File: src/cpuctl_pkg.sv
// Constants for the processor control pin handling block.
// Assumes one 10 MHz bus clock and a classic Wishbone register slave.
// Summary of operation
// - On hold request finish outstanding cycles, float bus, then acknowledge.
// - Keep bus floated and acknowledge high while hold request stays asserted.
// - Do not grant hold during a locked sequence; grant after it ends.
// - Answer hold requests even while reset is asserted.
// - Internal array parity error pulses internal error one clock, then shutdown.
// - Checker mismatch asserts internal error two clocks after the value returned.
// - With native numeric error bit set, ignore numeric error input has no effect.
// - Native bit clear and ignore asserted: keep executing FP despite pending exception.
// - Native clear, ignore off, exception pending: non-waiting control instructions still run.
// - Under same conditions other FP instructions halt until an external interrupt.
// - Secondary processor of a dual pair masks ignore numeric error internally.
// - Warm init restarts like reset but caches, buffers, FP registers keep contents.
// - Warm init high when reset falls runs built-in self test before execution; the code holds off interrupts during the test, not fp_execute_o.
// - Irq with interrupt enable: finish instruction, two locked acknowledges, then vector.
// - With local interrupt controller enabled the irq pin is local interrupt 0.
// - Leaving hold drops acknowledge and drives any pending cycle in that clock.
// - Checker mode floats all outputs except internal error and test data out; the code only raises bus_float_o in checker mode.
`default_nettype none

package cpuctl_pkg;
  localparam int unsigned CLK_HZ = 10000000;
  localparam logic [3:0] REG_CONTROL = 4'h0;
  localparam logic [3:0] REG_STATUS = 4'h4;
  localparam logic [3:0] REG_VECTOR = 4'h8;
  localparam int CTL_NATIVE = 0;
  localparam int CTL_IEN = 1;
  localparam int CTL_LAPIC = 2;
  localparam logic [2:0] CONTROL_RESET = 3'h0;
  localparam int ST_HOLD = 0;
  localparam int ST_SHUTDOWN = 1;
  localparam int ST_FP_HALT = 2;
  localparam int ST_BIST = 3;
  localparam int ST_CHECKER = 4;
  localparam int ST_IRQ_BUSY = 5;
  localparam int CHECK_DELAY = 2;
  localparam int INTERNAL_ERROR_OUT_PULSE = 1;
  localparam int BIST_CYCLES = 16;

  typedef enum logic [2:0] {
    HOLD_RUN = 3'b001,
    HOLD_DRAIN = 3'b010,
    HOLD_HELD = 3'b100
  } cpuctl_hold_type;

  typedef enum logic [4:0] {
    IRQ_IDLE = 5'b00001,
    IRQ_ACK1 = 5'b00010,
    IRQ_GAP = 5'b00100,
    IRQ_ACK2 = 5'b01000,
    IRQ_VEC = 5'b10000
  } cpuctl_irq_type;
endpackage : cpuctl_pkg

`default_nettype wire

File: src/cpuctl_hold.sv
// Bus hold arbitration for the processor bus.
// Assumes busy and lock come from the bus cycle engine in the same clock.
`default_nettype none

module cpuctl_hold
(
  input wire logic clk_i,
  input wire logic rst_i,
  input wire logic ce_i,
  input wire logic hold_req_i,
  input wire logic busy_i,
  input wire logic locked_i,
  input wire logic pending_i,
  output logic bus_hold_ack_o,
  output logic drive_pending_o
);
  cpuctl_pkg::cpuctl_hold_type state;
  cpuctl_pkg::cpuctl_hold_type next_state;
  logic drive_q;
  wire logic can_grant;

  // Locked sequences and open cycles both block the grant
  assign can_grant = !busy_i && !locked_i;

  always_comb
  begin
    next_state = state;
    case (state)
      cpuctl_pkg::HOLD_RUN:
        if (hold_req_i)
          next_state = can_grant ? cpuctl_pkg::HOLD_HELD : cpuctl_pkg::HOLD_DRAIN;
      cpuctl_pkg::HOLD_DRAIN:
        if (!hold_req_i)
          next_state = cpuctl_pkg::HOLD_RUN;
        else if (can_grant)
          next_state = cpuctl_pkg::HOLD_HELD;
      cpuctl_pkg::HOLD_HELD:
        if (!hold_req_i)
          next_state = cpuctl_pkg::HOLD_RUN;
      default:
        next_state = cpuctl_pkg::HOLD_RUN;
    endcase
  end

  always_ff @(posedge clk_i)
  begin
    if (ce_i)
    begin
      // No cycles run in reset, so a hold is granted at once
      if (rst_i)
        state <= hold_req_i ? cpuctl_pkg::HOLD_HELD : cpuctl_pkg::HOLD_RUN;
      else
        state <= next_state;
      drive_q <= !rst_i && state == cpuctl_pkg::HOLD_HELD && !hold_req_i && pending_i;
    end
  end

  assign bus_hold_ack_o = state == cpuctl_pkg::HOLD_HELD;
  assign drive_pending_o = drive_q;
endmodule : cpuctl_hold

`default_nettype wire

File: src/cpuctl_top.sv
// Processor control pins: hold, internal error, numeric error, warm init, irq.
// Assumes all inputs synchronous to clk_i and a classic Wishbone master.
//
// The register addresses and the Wishbone slave port are this design's own decisions.
`default_nettype none

module cpuctl_top
#(
  parameter int BIST_LEN = cpuctl_pkg::BIST_CYCLES,
  parameter int CMP_W = 8
)
(
  input wire logic clk_i,
  input wire logic rst_i,
  input wire logic ce_i,
  input wire logic wb_cyc_i,
  input wire logic wb_stb_i,
  input wire logic wb_we_i,
  input wire logic [3:0] wb_adr_i,
  input wire logic [3:0] wb_sel_i,
  input wire logic [31:0] wb_dat_i,
  output logic [31:0] wb_dat_o,
  output logic wb_ack_o,
  input wire logic bus_hold_request_i,
  input wire logic bus_busy_i,
  input wire logic bus_lock_i,
  input wire logic cycle_pending_i,
  output logic bus_hold_ack_o,
  output logic bus_float_o,
  output logic drive_pending_o,
  input wire logic master_checker_select_n_i,
  input wire logic parity_error_i,
  input wire logic compare_valid_i,
  input wire logic [CMP_W-1:0] pin_sample_i,
  input wire logic [CMP_W-1:0] internal_value_i,
  output logic internal_error_out_n_o,
  output logic shutdown_o,
  input wire logic ignore_numeric_error_n_i,
  input wire logic dual_secondary_i,
  input wire logic exception_summary_flag_i,
  input wire logic fp_insn_valid_i,
  input wire logic fp_insn_nowait_i,
  output logic fp_execute_o,
  output logic fp_native_trap_o,
  input wire logic warm_init_in_i,
  output logic warm_restart_o,
  output logic bist_run_o,
  input wire logic maskable_irq_i,
  input wire logic insn_boundary_i,
  input wire logic inta_ready_i,
  input wire logic [7:0] inta_vector_i,
  output logic inta_cycle_o,
  output logic inta_lock_o,
  output logic [7:0] irq_vector_o,
  output logic irq_vector_valid_o,
  output logic local_int0_o
);
  localparam int BW = $clog2(BIST_LEN + 1);

  // Register bus and control state
  logic wb_ack;
  logic [31:0] rd_data;
  logic [31:0] status_word;
  logic [2:0] control;

  // Error detection
  logic checker_mode;
  logic internal_error_out_parity;
  logic [cpuctl_pkg::CHECK_DELAY-1:0] mismatch_pipe;
  logic shutdown;

  // Numeric error handling
  logic fp_halted;
  logic fp_execute;
  logic fp_native_trap;

  // Reset, warm init and self test
  logic rst_q;
  logic warm_q;
  logic warm_restart;
  logic [BW-1:0] bist_count;

  // Interrupt acknowledge sequencer
  cpuctl_pkg::cpuctl_irq_type irq_state;
  cpuctl_pkg::cpuctl_irq_type next_irq_state;
  logic [7:0] vector;
  logic vector_valid;
  logic local_int0;

  wire logic hold_ack;
  wire logic wb_req;
  wire logic wb_write;
  wire logic hit_control;
  wire logic hit_status;
  wire logic hit_vector;
  wire logic [31:0] next_rd_data;
  wire logic cmp_mismatch;
  wire logic ignore_active;
  wire logic fp_exc_pending;
  wire logic fp_live;
  wire logic fp_halt_now;
  wire logic fp_trap_now;
  wire logic fp_run_now;
  wire logic irq_enabled;
  wire logic irq_take;
  wire logic inta_active;
  wire logic vector_load;
  wire logic bist_start;
  wire logic bist_busy;
  wire logic warm_edge;

  // Register offset match, shared by every address decode
  function automatic logic reg_hit(input logic [3:0] adr, input logic [3:0] offset);
    reg_hit = adr == offset;
  endfunction : reg_hit

  // Hold arbitration keeps running through reset
  cpuctl_hold u_hold
  (
    .clk_i(clk_i),
    .rst_i(rst_i),
    .ce_i(ce_i),
    .hold_req_i(bus_hold_request_i),
    .busy_i(bus_busy_i),
    .locked_i(bus_lock_i),
    .pending_i(cycle_pending_i),
    .bus_hold_ack_o(hold_ack),
    .drive_pending_o(drive_pending_o)
  );

  // One wait state: ack follows the request by a clock and drops after one
  assign wb_req = wb_cyc_i && wb_stb_i;
  // Writes land only on the edge that samples ack high
  assign wb_write = wb_req && wb_we_i && wb_ack && wb_sel_i[0];
  assign hit_control = reg_hit(wb_adr_i, cpuctl_pkg::REG_CONTROL);
  assign hit_status = reg_hit(wb_adr_i, cpuctl_pkg::REG_STATUS);
  assign hit_vector = reg_hit(wb_adr_i, cpuctl_pkg::REG_VECTOR);
  assign next_rd_data = hit_control ? {29'h0, control} :
    hit_status ? status_word :
    hit_vector ? {24'h0, vector} : 32'h0;

  // Status is read-only; writes to it are dropped
  always_comb
  begin
    status_word = 32'h0;
    status_word[cpuctl_pkg::ST_HOLD] = hold_ack;
    status_word[cpuctl_pkg::ST_SHUTDOWN] = shutdown;
    status_word[cpuctl_pkg::ST_FP_HALT] = fp_halted;
    status_word[cpuctl_pkg::ST_BIST] = bist_busy;
    status_word[cpuctl_pkg::ST_CHECKER] = checker_mode;
    status_word[cpuctl_pkg::ST_IRQ_BUSY] = irq_state != cpuctl_pkg::IRQ_IDLE;
  end

  always_ff @(posedge clk_i)
  begin
    if (ce_i)
    begin
      if (rst_i)
        wb_ack <= 1'b0;
      else
        wb_ack <= wb_req && !wb_ack;
      // Read data is captured in the request cycle and stands during ack
      if (wb_req && !wb_ack)
        rd_data <= next_rd_data;
    end
  end

  always_ff @(posedge clk_i)
  begin
    if (ce_i)
    begin
      if (rst_i || warm_edge)
        control <= cpuctl_pkg::CONTROL_RESET;
      else if (wb_write && hit_control)
        control <= wb_dat_i[2:0];
    end
  end

  // Master or checker is sampled while reset is held and fixed after it
  assign cmp_mismatch = checker_mode && compare_valid_i
    && pin_sample_i != internal_value_i;

  always_ff @(posedge clk_i)
  begin
    if (ce_i)
    begin
      if (rst_i)
      begin
        checker_mode <= !master_checker_select_n_i;
        mismatch_pipe <= '0;
      end
      else
        mismatch_pipe <= {mismatch_pipe[cpuctl_pkg::CHECK_DELAY-2:0], cmp_mismatch};
    end
  end

  always_ff @(posedge clk_i)
  begin
    if (ce_i)
    begin
      if (rst_i)
      begin
        internal_error_out_parity <= 1'b0;
        shutdown <= 1'b0;
      end
      else
      begin
        internal_error_out_parity <= parity_error_i;
        // A new fault outranks a warm init in the same clock
        if (internal_error_out_parity)
          shutdown <= 1'b1;
        else if (warm_edge)
          shutdown <= 1'b0;
      end
    end
  end

  // The secondary of a pair never honours the ignore pin
  assign ignore_active = !control[cpuctl_pkg::CTL_NATIVE] && !ignore_numeric_error_n_i
    && !dual_secondary_i;
  assign fp_exc_pending = exception_summary_flag_i && !ignore_active;
  assign fp_live = fp_insn_valid_i && !fp_halted && !shutdown;
  assign fp_trap_now = fp_live && control[cpuctl_pkg::CTL_NATIVE]
    && exception_summary_flag_i && !fp_insn_nowait_i;
  // Non-waiting control forms run in spite of a pending exception
  assign fp_halt_now = fp_live && !control[cpuctl_pkg::CTL_NATIVE] && fp_exc_pending && !fp_insn_nowait_i;
  assign fp_run_now = fp_live && !fp_trap_now && !fp_halt_now;

  always_ff @(posedge clk_i)
  begin
    if (ce_i)
    begin
      if (rst_i)
      begin
        fp_halted <= 1'b0;
        fp_execute <= 1'b0;
        fp_native_trap <= 1'b0;
      end
      else
      begin
        fp_execute <= fp_run_now;
        fp_native_trap <= fp_trap_now;
        // Halt wins over a wake-up in the same clock
        if (fp_halt_now)
          fp_halted <= 1'b1;
        else if (irq_take || warm_edge)
          fp_halted <= 1'b0;
      end
    end
  end

  // Self test only when warm init is high on the first clock out of reset
  assign bist_start = rst_q && !rst_i && warm_init_in_i;
  assign bist_busy = bist_count != '0;
  // Edge detector tracks the pin in reset, so no false edge follows it
  assign warm_edge = warm_init_in_i && !warm_q && !rst_i;

  always_ff @(posedge clk_i)
  begin
    if (ce_i)
    begin
      rst_q <= rst_i;
      warm_q <= warm_init_in_i;
      warm_restart <= warm_edge;
      if (rst_i)
        bist_count <= '0;
      else if (bist_start)
        bist_count <= BW'(BIST_LEN);
      else if (bist_busy)
        bist_count <= bist_count - 1'b1;
    end
  end

  // Legacy request path is closed while the pin serves the local controller
  assign irq_enabled = control[cpuctl_pkg::CTL_IEN] && !control[cpuctl_pkg::CTL_LAPIC];
  assign irq_take = irq_state == cpuctl_pkg::IRQ_IDLE && maskable_irq_i && irq_enabled
    && insn_boundary_i && !shutdown && !bist_busy;
  assign inta_active = irq_state == cpuctl_pkg::IRQ_ACK1 || irq_state == cpuctl_pkg::IRQ_ACK2;
  assign vector_load = irq_state == cpuctl_pkg::IRQ_ACK2 && inta_ready_i;

  always_comb
  begin
    next_irq_state = irq_state;
    case (irq_state)
      cpuctl_pkg::IRQ_IDLE:
        if (irq_take)
          next_irq_state = cpuctl_pkg::IRQ_ACK1;
      cpuctl_pkg::IRQ_ACK1:
        if (inta_ready_i)
          next_irq_state = cpuctl_pkg::IRQ_GAP;
      cpuctl_pkg::IRQ_GAP:
        next_irq_state = cpuctl_pkg::IRQ_ACK2;
      cpuctl_pkg::IRQ_ACK2:
        if (inta_ready_i)
          next_irq_state = cpuctl_pkg::IRQ_VEC;
      cpuctl_pkg::IRQ_VEC:
        next_irq_state = cpuctl_pkg::IRQ_IDLE;
      default:
        next_irq_state = cpuctl_pkg::IRQ_IDLE;
    endcase
  end

  always_ff @(posedge clk_i)
  begin
    if (ce_i)
    begin
      if (rst_i)
      begin
        irq_state <= cpuctl_pkg::IRQ_IDLE;
        vector <= 8'h00;
        vector_valid <= 1'b0;
        local_int0 <= 1'b0;
      end
      else
      begin
        irq_state <= warm_edge ? cpuctl_pkg::IRQ_IDLE : next_irq_state;
        vector_valid <= vector_load;
        if (vector_load)
          vector <= inta_vector_i;
        local_int0 <= maskable_irq_i && control[cpuctl_pkg::CTL_LAPIC];
      end
    end
  end

  // Checker mode floats the bus as well as a granted hold
  assign bus_hold_ack_o = hold_ack;
  assign bus_float_o = hold_ack || checker_mode;
  assign wb_ack_o = wb_ack;
  assign wb_dat_o = rd_data;

  assign internal_error_out_n_o = !(internal_error_out_parity || mismatch_pipe[cpuctl_pkg::CHECK_DELAY-1]);
  assign shutdown_o = shutdown;

  assign fp_execute_o = fp_execute;
  assign fp_native_trap_o = fp_native_trap;

  assign warm_restart_o = warm_restart;
  assign bist_run_o = bist_busy;

  // Lock spans both acknowledges and the gap between them
  assign inta_cycle_o = inta_active;
  assign inta_lock_o = irq_state != cpuctl_pkg::IRQ_IDLE && irq_state != cpuctl_pkg::IRQ_VEC;
  assign irq_vector_o = vector;
  assign irq_vector_valid_o = vector_valid;
  assign local_int0_o = local_int0;
endmodule : cpuctl_top

`default_nettype wire

File: config.mk
export PLATFORM = sky130hd
export DESIGN_NAME = cpuctl_top
export DESIGN_NICKNAME = d
export VERILOG_FILES = /design/src/cpuctl_pkg.sv /design/src/cpuctl_hold.sv /design/src/cpuctl_top.sv
export SDC_FILE = /design/constraint.sdc
export NUM_CORES = 1
export LEC_CHECK = 0
export BUFFER_PORTS_ARGS = -buffer_cell sky130_fd_sc_hd__buf_2
export CAP_MARGIN = 20
export CORE_MARGIN = 5
export CORE_UTILIZATION = 40
export CTS_BUF_LIST = sky130_fd_sc_hd__clkbuf_16
export CTS_CLUSTER_DIAMETER = 100
export CTS_CLUSTER_SIZE = 28
export DETAILED_ROUTE_END_ITERATION = 12
export HOLD_SLACK_MARGIN = 0.1
export PLACE_DENSITY_LB_ADDON = 0.3
export SLEW_MARGIN = 20
export SYNTH_ARGS = -nofsm -noshare
export SYNTH_HDL_FRONTEND = slang
export SYNTH_SLANG_ARGS = --single-unit
File: constraint.sdc
create_clock -name clk_i -period 2.05 [get_ports clk_i]
set_clock_uncertainty 0.2 [all_clocks]
set_input_delay 0.41 -clock clk_i [delete_from_list [all_inputs] [get_ports clk_i]]
set_output_delay 0.41 -clock clk_i [all_outputs]
set_load 0.05 [all_outputs]
==> impl_metrics.yaml <==
route:
  detailroute.via_count: 1971
  viasPerCell: 4.81
  ant_nets: 0
  drc: 0
  drt_iter0_markers: 65
  drt_wl_total_mm: 6.03
  first_pass_iters: 4
  wire_per_inst_um: 14.7
sta:
  drv_slew: 0
  setup_slack_ns: -0.0732
  slew_headroom_pct: 64.0
  rsz0062_at_grt: "yes"
  setup_violations: 8
  tightestPinTransition_ns: 0.539
  clock.fmax_ghz: 0.471
  min_period_over_period_pct: 104
  hold_viol_final: 0
  period_minus_slack_ns: 2.12
global_routing:
  antenna_found_initial: 0
  grt_pass1_wl_mm: 9.19
  grt_max_degree: 15
  grtUsageTotal_pct: 15.1
  grt-ovfl-total: 0
  grt_pass1_vias: 1892
final_layout:
  drive_above_1_share_pct: 41.1
  n_antenna_cell: 0
  area_delta_synth_final_pct: 34.5
  finalNonFillerCells: 410
  stdcell_area_um2: 3400
  final_nets: 421
outcome:
  violations: "negative setup slack"
  outcome: "finished, violations left"
critical_path:
  cp_top_family: "simple AND/OR/NAND/NOR gates"
  crit_path_start_kind: "flop"
  worst-setup-path-type: "reg2out"
  path_buf_inv: 2
  crit_path_max_incr_delay_ns: 0.51
  cp.required_ns: 1.44
  worstPathCellList: "buf_6, or4_4, buf_8"
  arrival_ns: 1.51
  slowest_stage: "or4_4"
  worst_setup_path_end_kind: "output pin"
  cp_max_fo: 3
clock_tree:
  max-clock-path-buffers: 2
  cts_tree: "yes"
  numClockSinks: 47
  cts_buffers: 5
  cts-root-buf: "clkbuf_16"
  clk_pin_slew_ns: 0.06
  cts_htree_levels: 2
  insertion_delay_ns: 0.28
job:
  maxCapViolations: 0
synthesis:
  ys_ff_latch: 47
  yosys.area.top_type_share_pct: 55.8
  synth_commonest_cells: "edfxtp_1, buf_4, nor2_1, nor2b_1, nand2_1"
  yosysTopAreaCell: "edfxtp_1"
  ys_types: 48
  synth-edff-count: 47
  yosys_warnings: 0
  syn_avg_cell_area_um2: 11.5
  netlist_area_um2: 2530
  ys_async_sr_fraction_pct: 0
  synth.most_common_cell: "edfxtp_1"
  synth_ff_type: "edfxtp_1"
  synth_area_leaders: "edfxtp_1, buf_4, nor2b_1, nor2_1, xor2_1"
  synthCells: 220
  yosysSeqAreaShare_pct: 55.8
power_and_ir_drop:
  switching_share_pct: 27.4
  total_power_mw: 2.56
  p_leak_nw: 1.45
  ir_drop_v: 0.000459
  p_clk_share_pct: 34.9
  power_switching_uw: 700
  combPwrFrac_pct: 20.0
  power_frac_seq_pct: 45.1
  powerDensity_nw_per_um2: 752
  p_int_mw: 1.86
die:
  dieHeight_um: 89.5
  die_w_um: 89.5
  ios: 140
  start_util_pct: 40.5
  coreArea_um2: 6240
  std_cell_rows: 29
  dieArea_um2: 8010
place:
  place_inst: 391
  placedInstanceArea_um2: 3070
  port_buffers: 83
  dpl.hpwl_mm: 4.59
  place_ws_ns: -0.0994
  finalWeightedCongestion: 0.799
hold_path:
  hold_path_class: "in2reg"
[final timing paths]
| kind | startpoint | to | slack [ns] | depth (start not counted) |
|---|---|---|---|---|
| max reg2reg | bist_count[1] | irq_state[0] | -0.04 | 7 |
| max | irq_state[3] | inta_lock_o | -0.07 | 3 |
| min reg2reg | mismatch_pipe[0] | mismatch_pipe[1] | 0.34 | 1 |
| min | warm_init_in_i | warm_q | 0.15 | 1 |
[cells by family after synthesis]
group | share of synthesized area, %
compound gates | 6.58
flops | 55.8
mux | 0.792
other cells | 0.148
xor+xnor | 4.50
simple gates | 21.9
buf+inv | 9.26
fa+ha+maj | 0.990
[layout by cell type (no fill, tap or decap), types with 5 or more instances in the layout]
cell type / n
a21oi_1: 10
nor2_1: 19
buf_2: 79
nor3_1: 5
inv_1: 5
clkbuf_16: 5
nor2b_1: 14
buf_4: 29
xor2_1: 8
conb_1: 24
edfxtp_1: 47
or2_2: 5
nand2_1: 11
[power groups by stage]
stage	Combinational [mW]	Sequential, mW	Clock [mW]
after global placement	0.462	1.17	0
after floorplan	0.295	1.23	0
after detailed placement	0.468	1.17	0
after CTS	0.493	1.15	0.901
final	0.511	1.15	0.893
after global routing	0.550	1.16	0.940
[per-layer routing]
| layer | part of all wire [%] | up-vias | wire [um] | track usage, % |
|---|---|---|---|---|
| met5 | 0 | - | 0 | 0 |
| met4 | 1.3 | 0 | 78 | 4.74 |
| li1 | - | 976 | - | - |
| met1 | 40 | 900 | 2440 | 19.9 |
| met2 | 49 | 88 | 2960 | 24.8 |
| met3 | 9.3 | 7 | 558 | 3.32 |
[state kept, by name, indices dropped and copies added (netlist names)]
register	flops
bist_count	5
warm_q	1
wb_ack_o	1
fp_execute_o	1
irq_vector_valid_o	1
fp_native_trap_o	1
rst_q	1
mismatch_pipe	2
checker_mode	1
wb_dat_o	8
fp_halted	1
warm_restart_o	1
control	3
shutdown_o	1
u_hold.drive_pending_o	1
local_int0_o	1
internal_error_out_parity	1
irq_state	5
irq_vector_o	8
u_hold.state	3
[final cells by class]
type	instances	area, um^2
repair buffers	112	666
clock buffers	5	125
multi-input cells	160	1040
inverters	7	28.8
fillers	574	2840
clock inverters	2	33.8
well taps	77	96.3
flip-flops and latches	47	1410
[metrics by stage]
| step | util (%) | setup TNS [ns] | hold slack (ns) |
|---|---|---|---|
| finish | 54.5 | -0.315 | 0.147 |
| global route | 54.5 | -1.02 | 0.149 |
| CTS | 53.3 | -0.164 | 0.146 |
| detailed placement | 49.2 | -0.546 | 0.325 |
| global placement | 49.2 | -0.437 | 0.338 |
| floorplan | - | 0 | 0.309 |
[repair_timing]
| action | 4_1_cts | 5_1_grt |
|---|---|---|
| resized for setup | 13 | 7 |
| hold buffers | 0 | 0 |
| endpoints found under the setup margin | 7 | 15 |
| pin swaps | 0 | 3 |
| setup buffers | 7 | 5 |
Note: power is estimated with default switching activity, not from simulation.
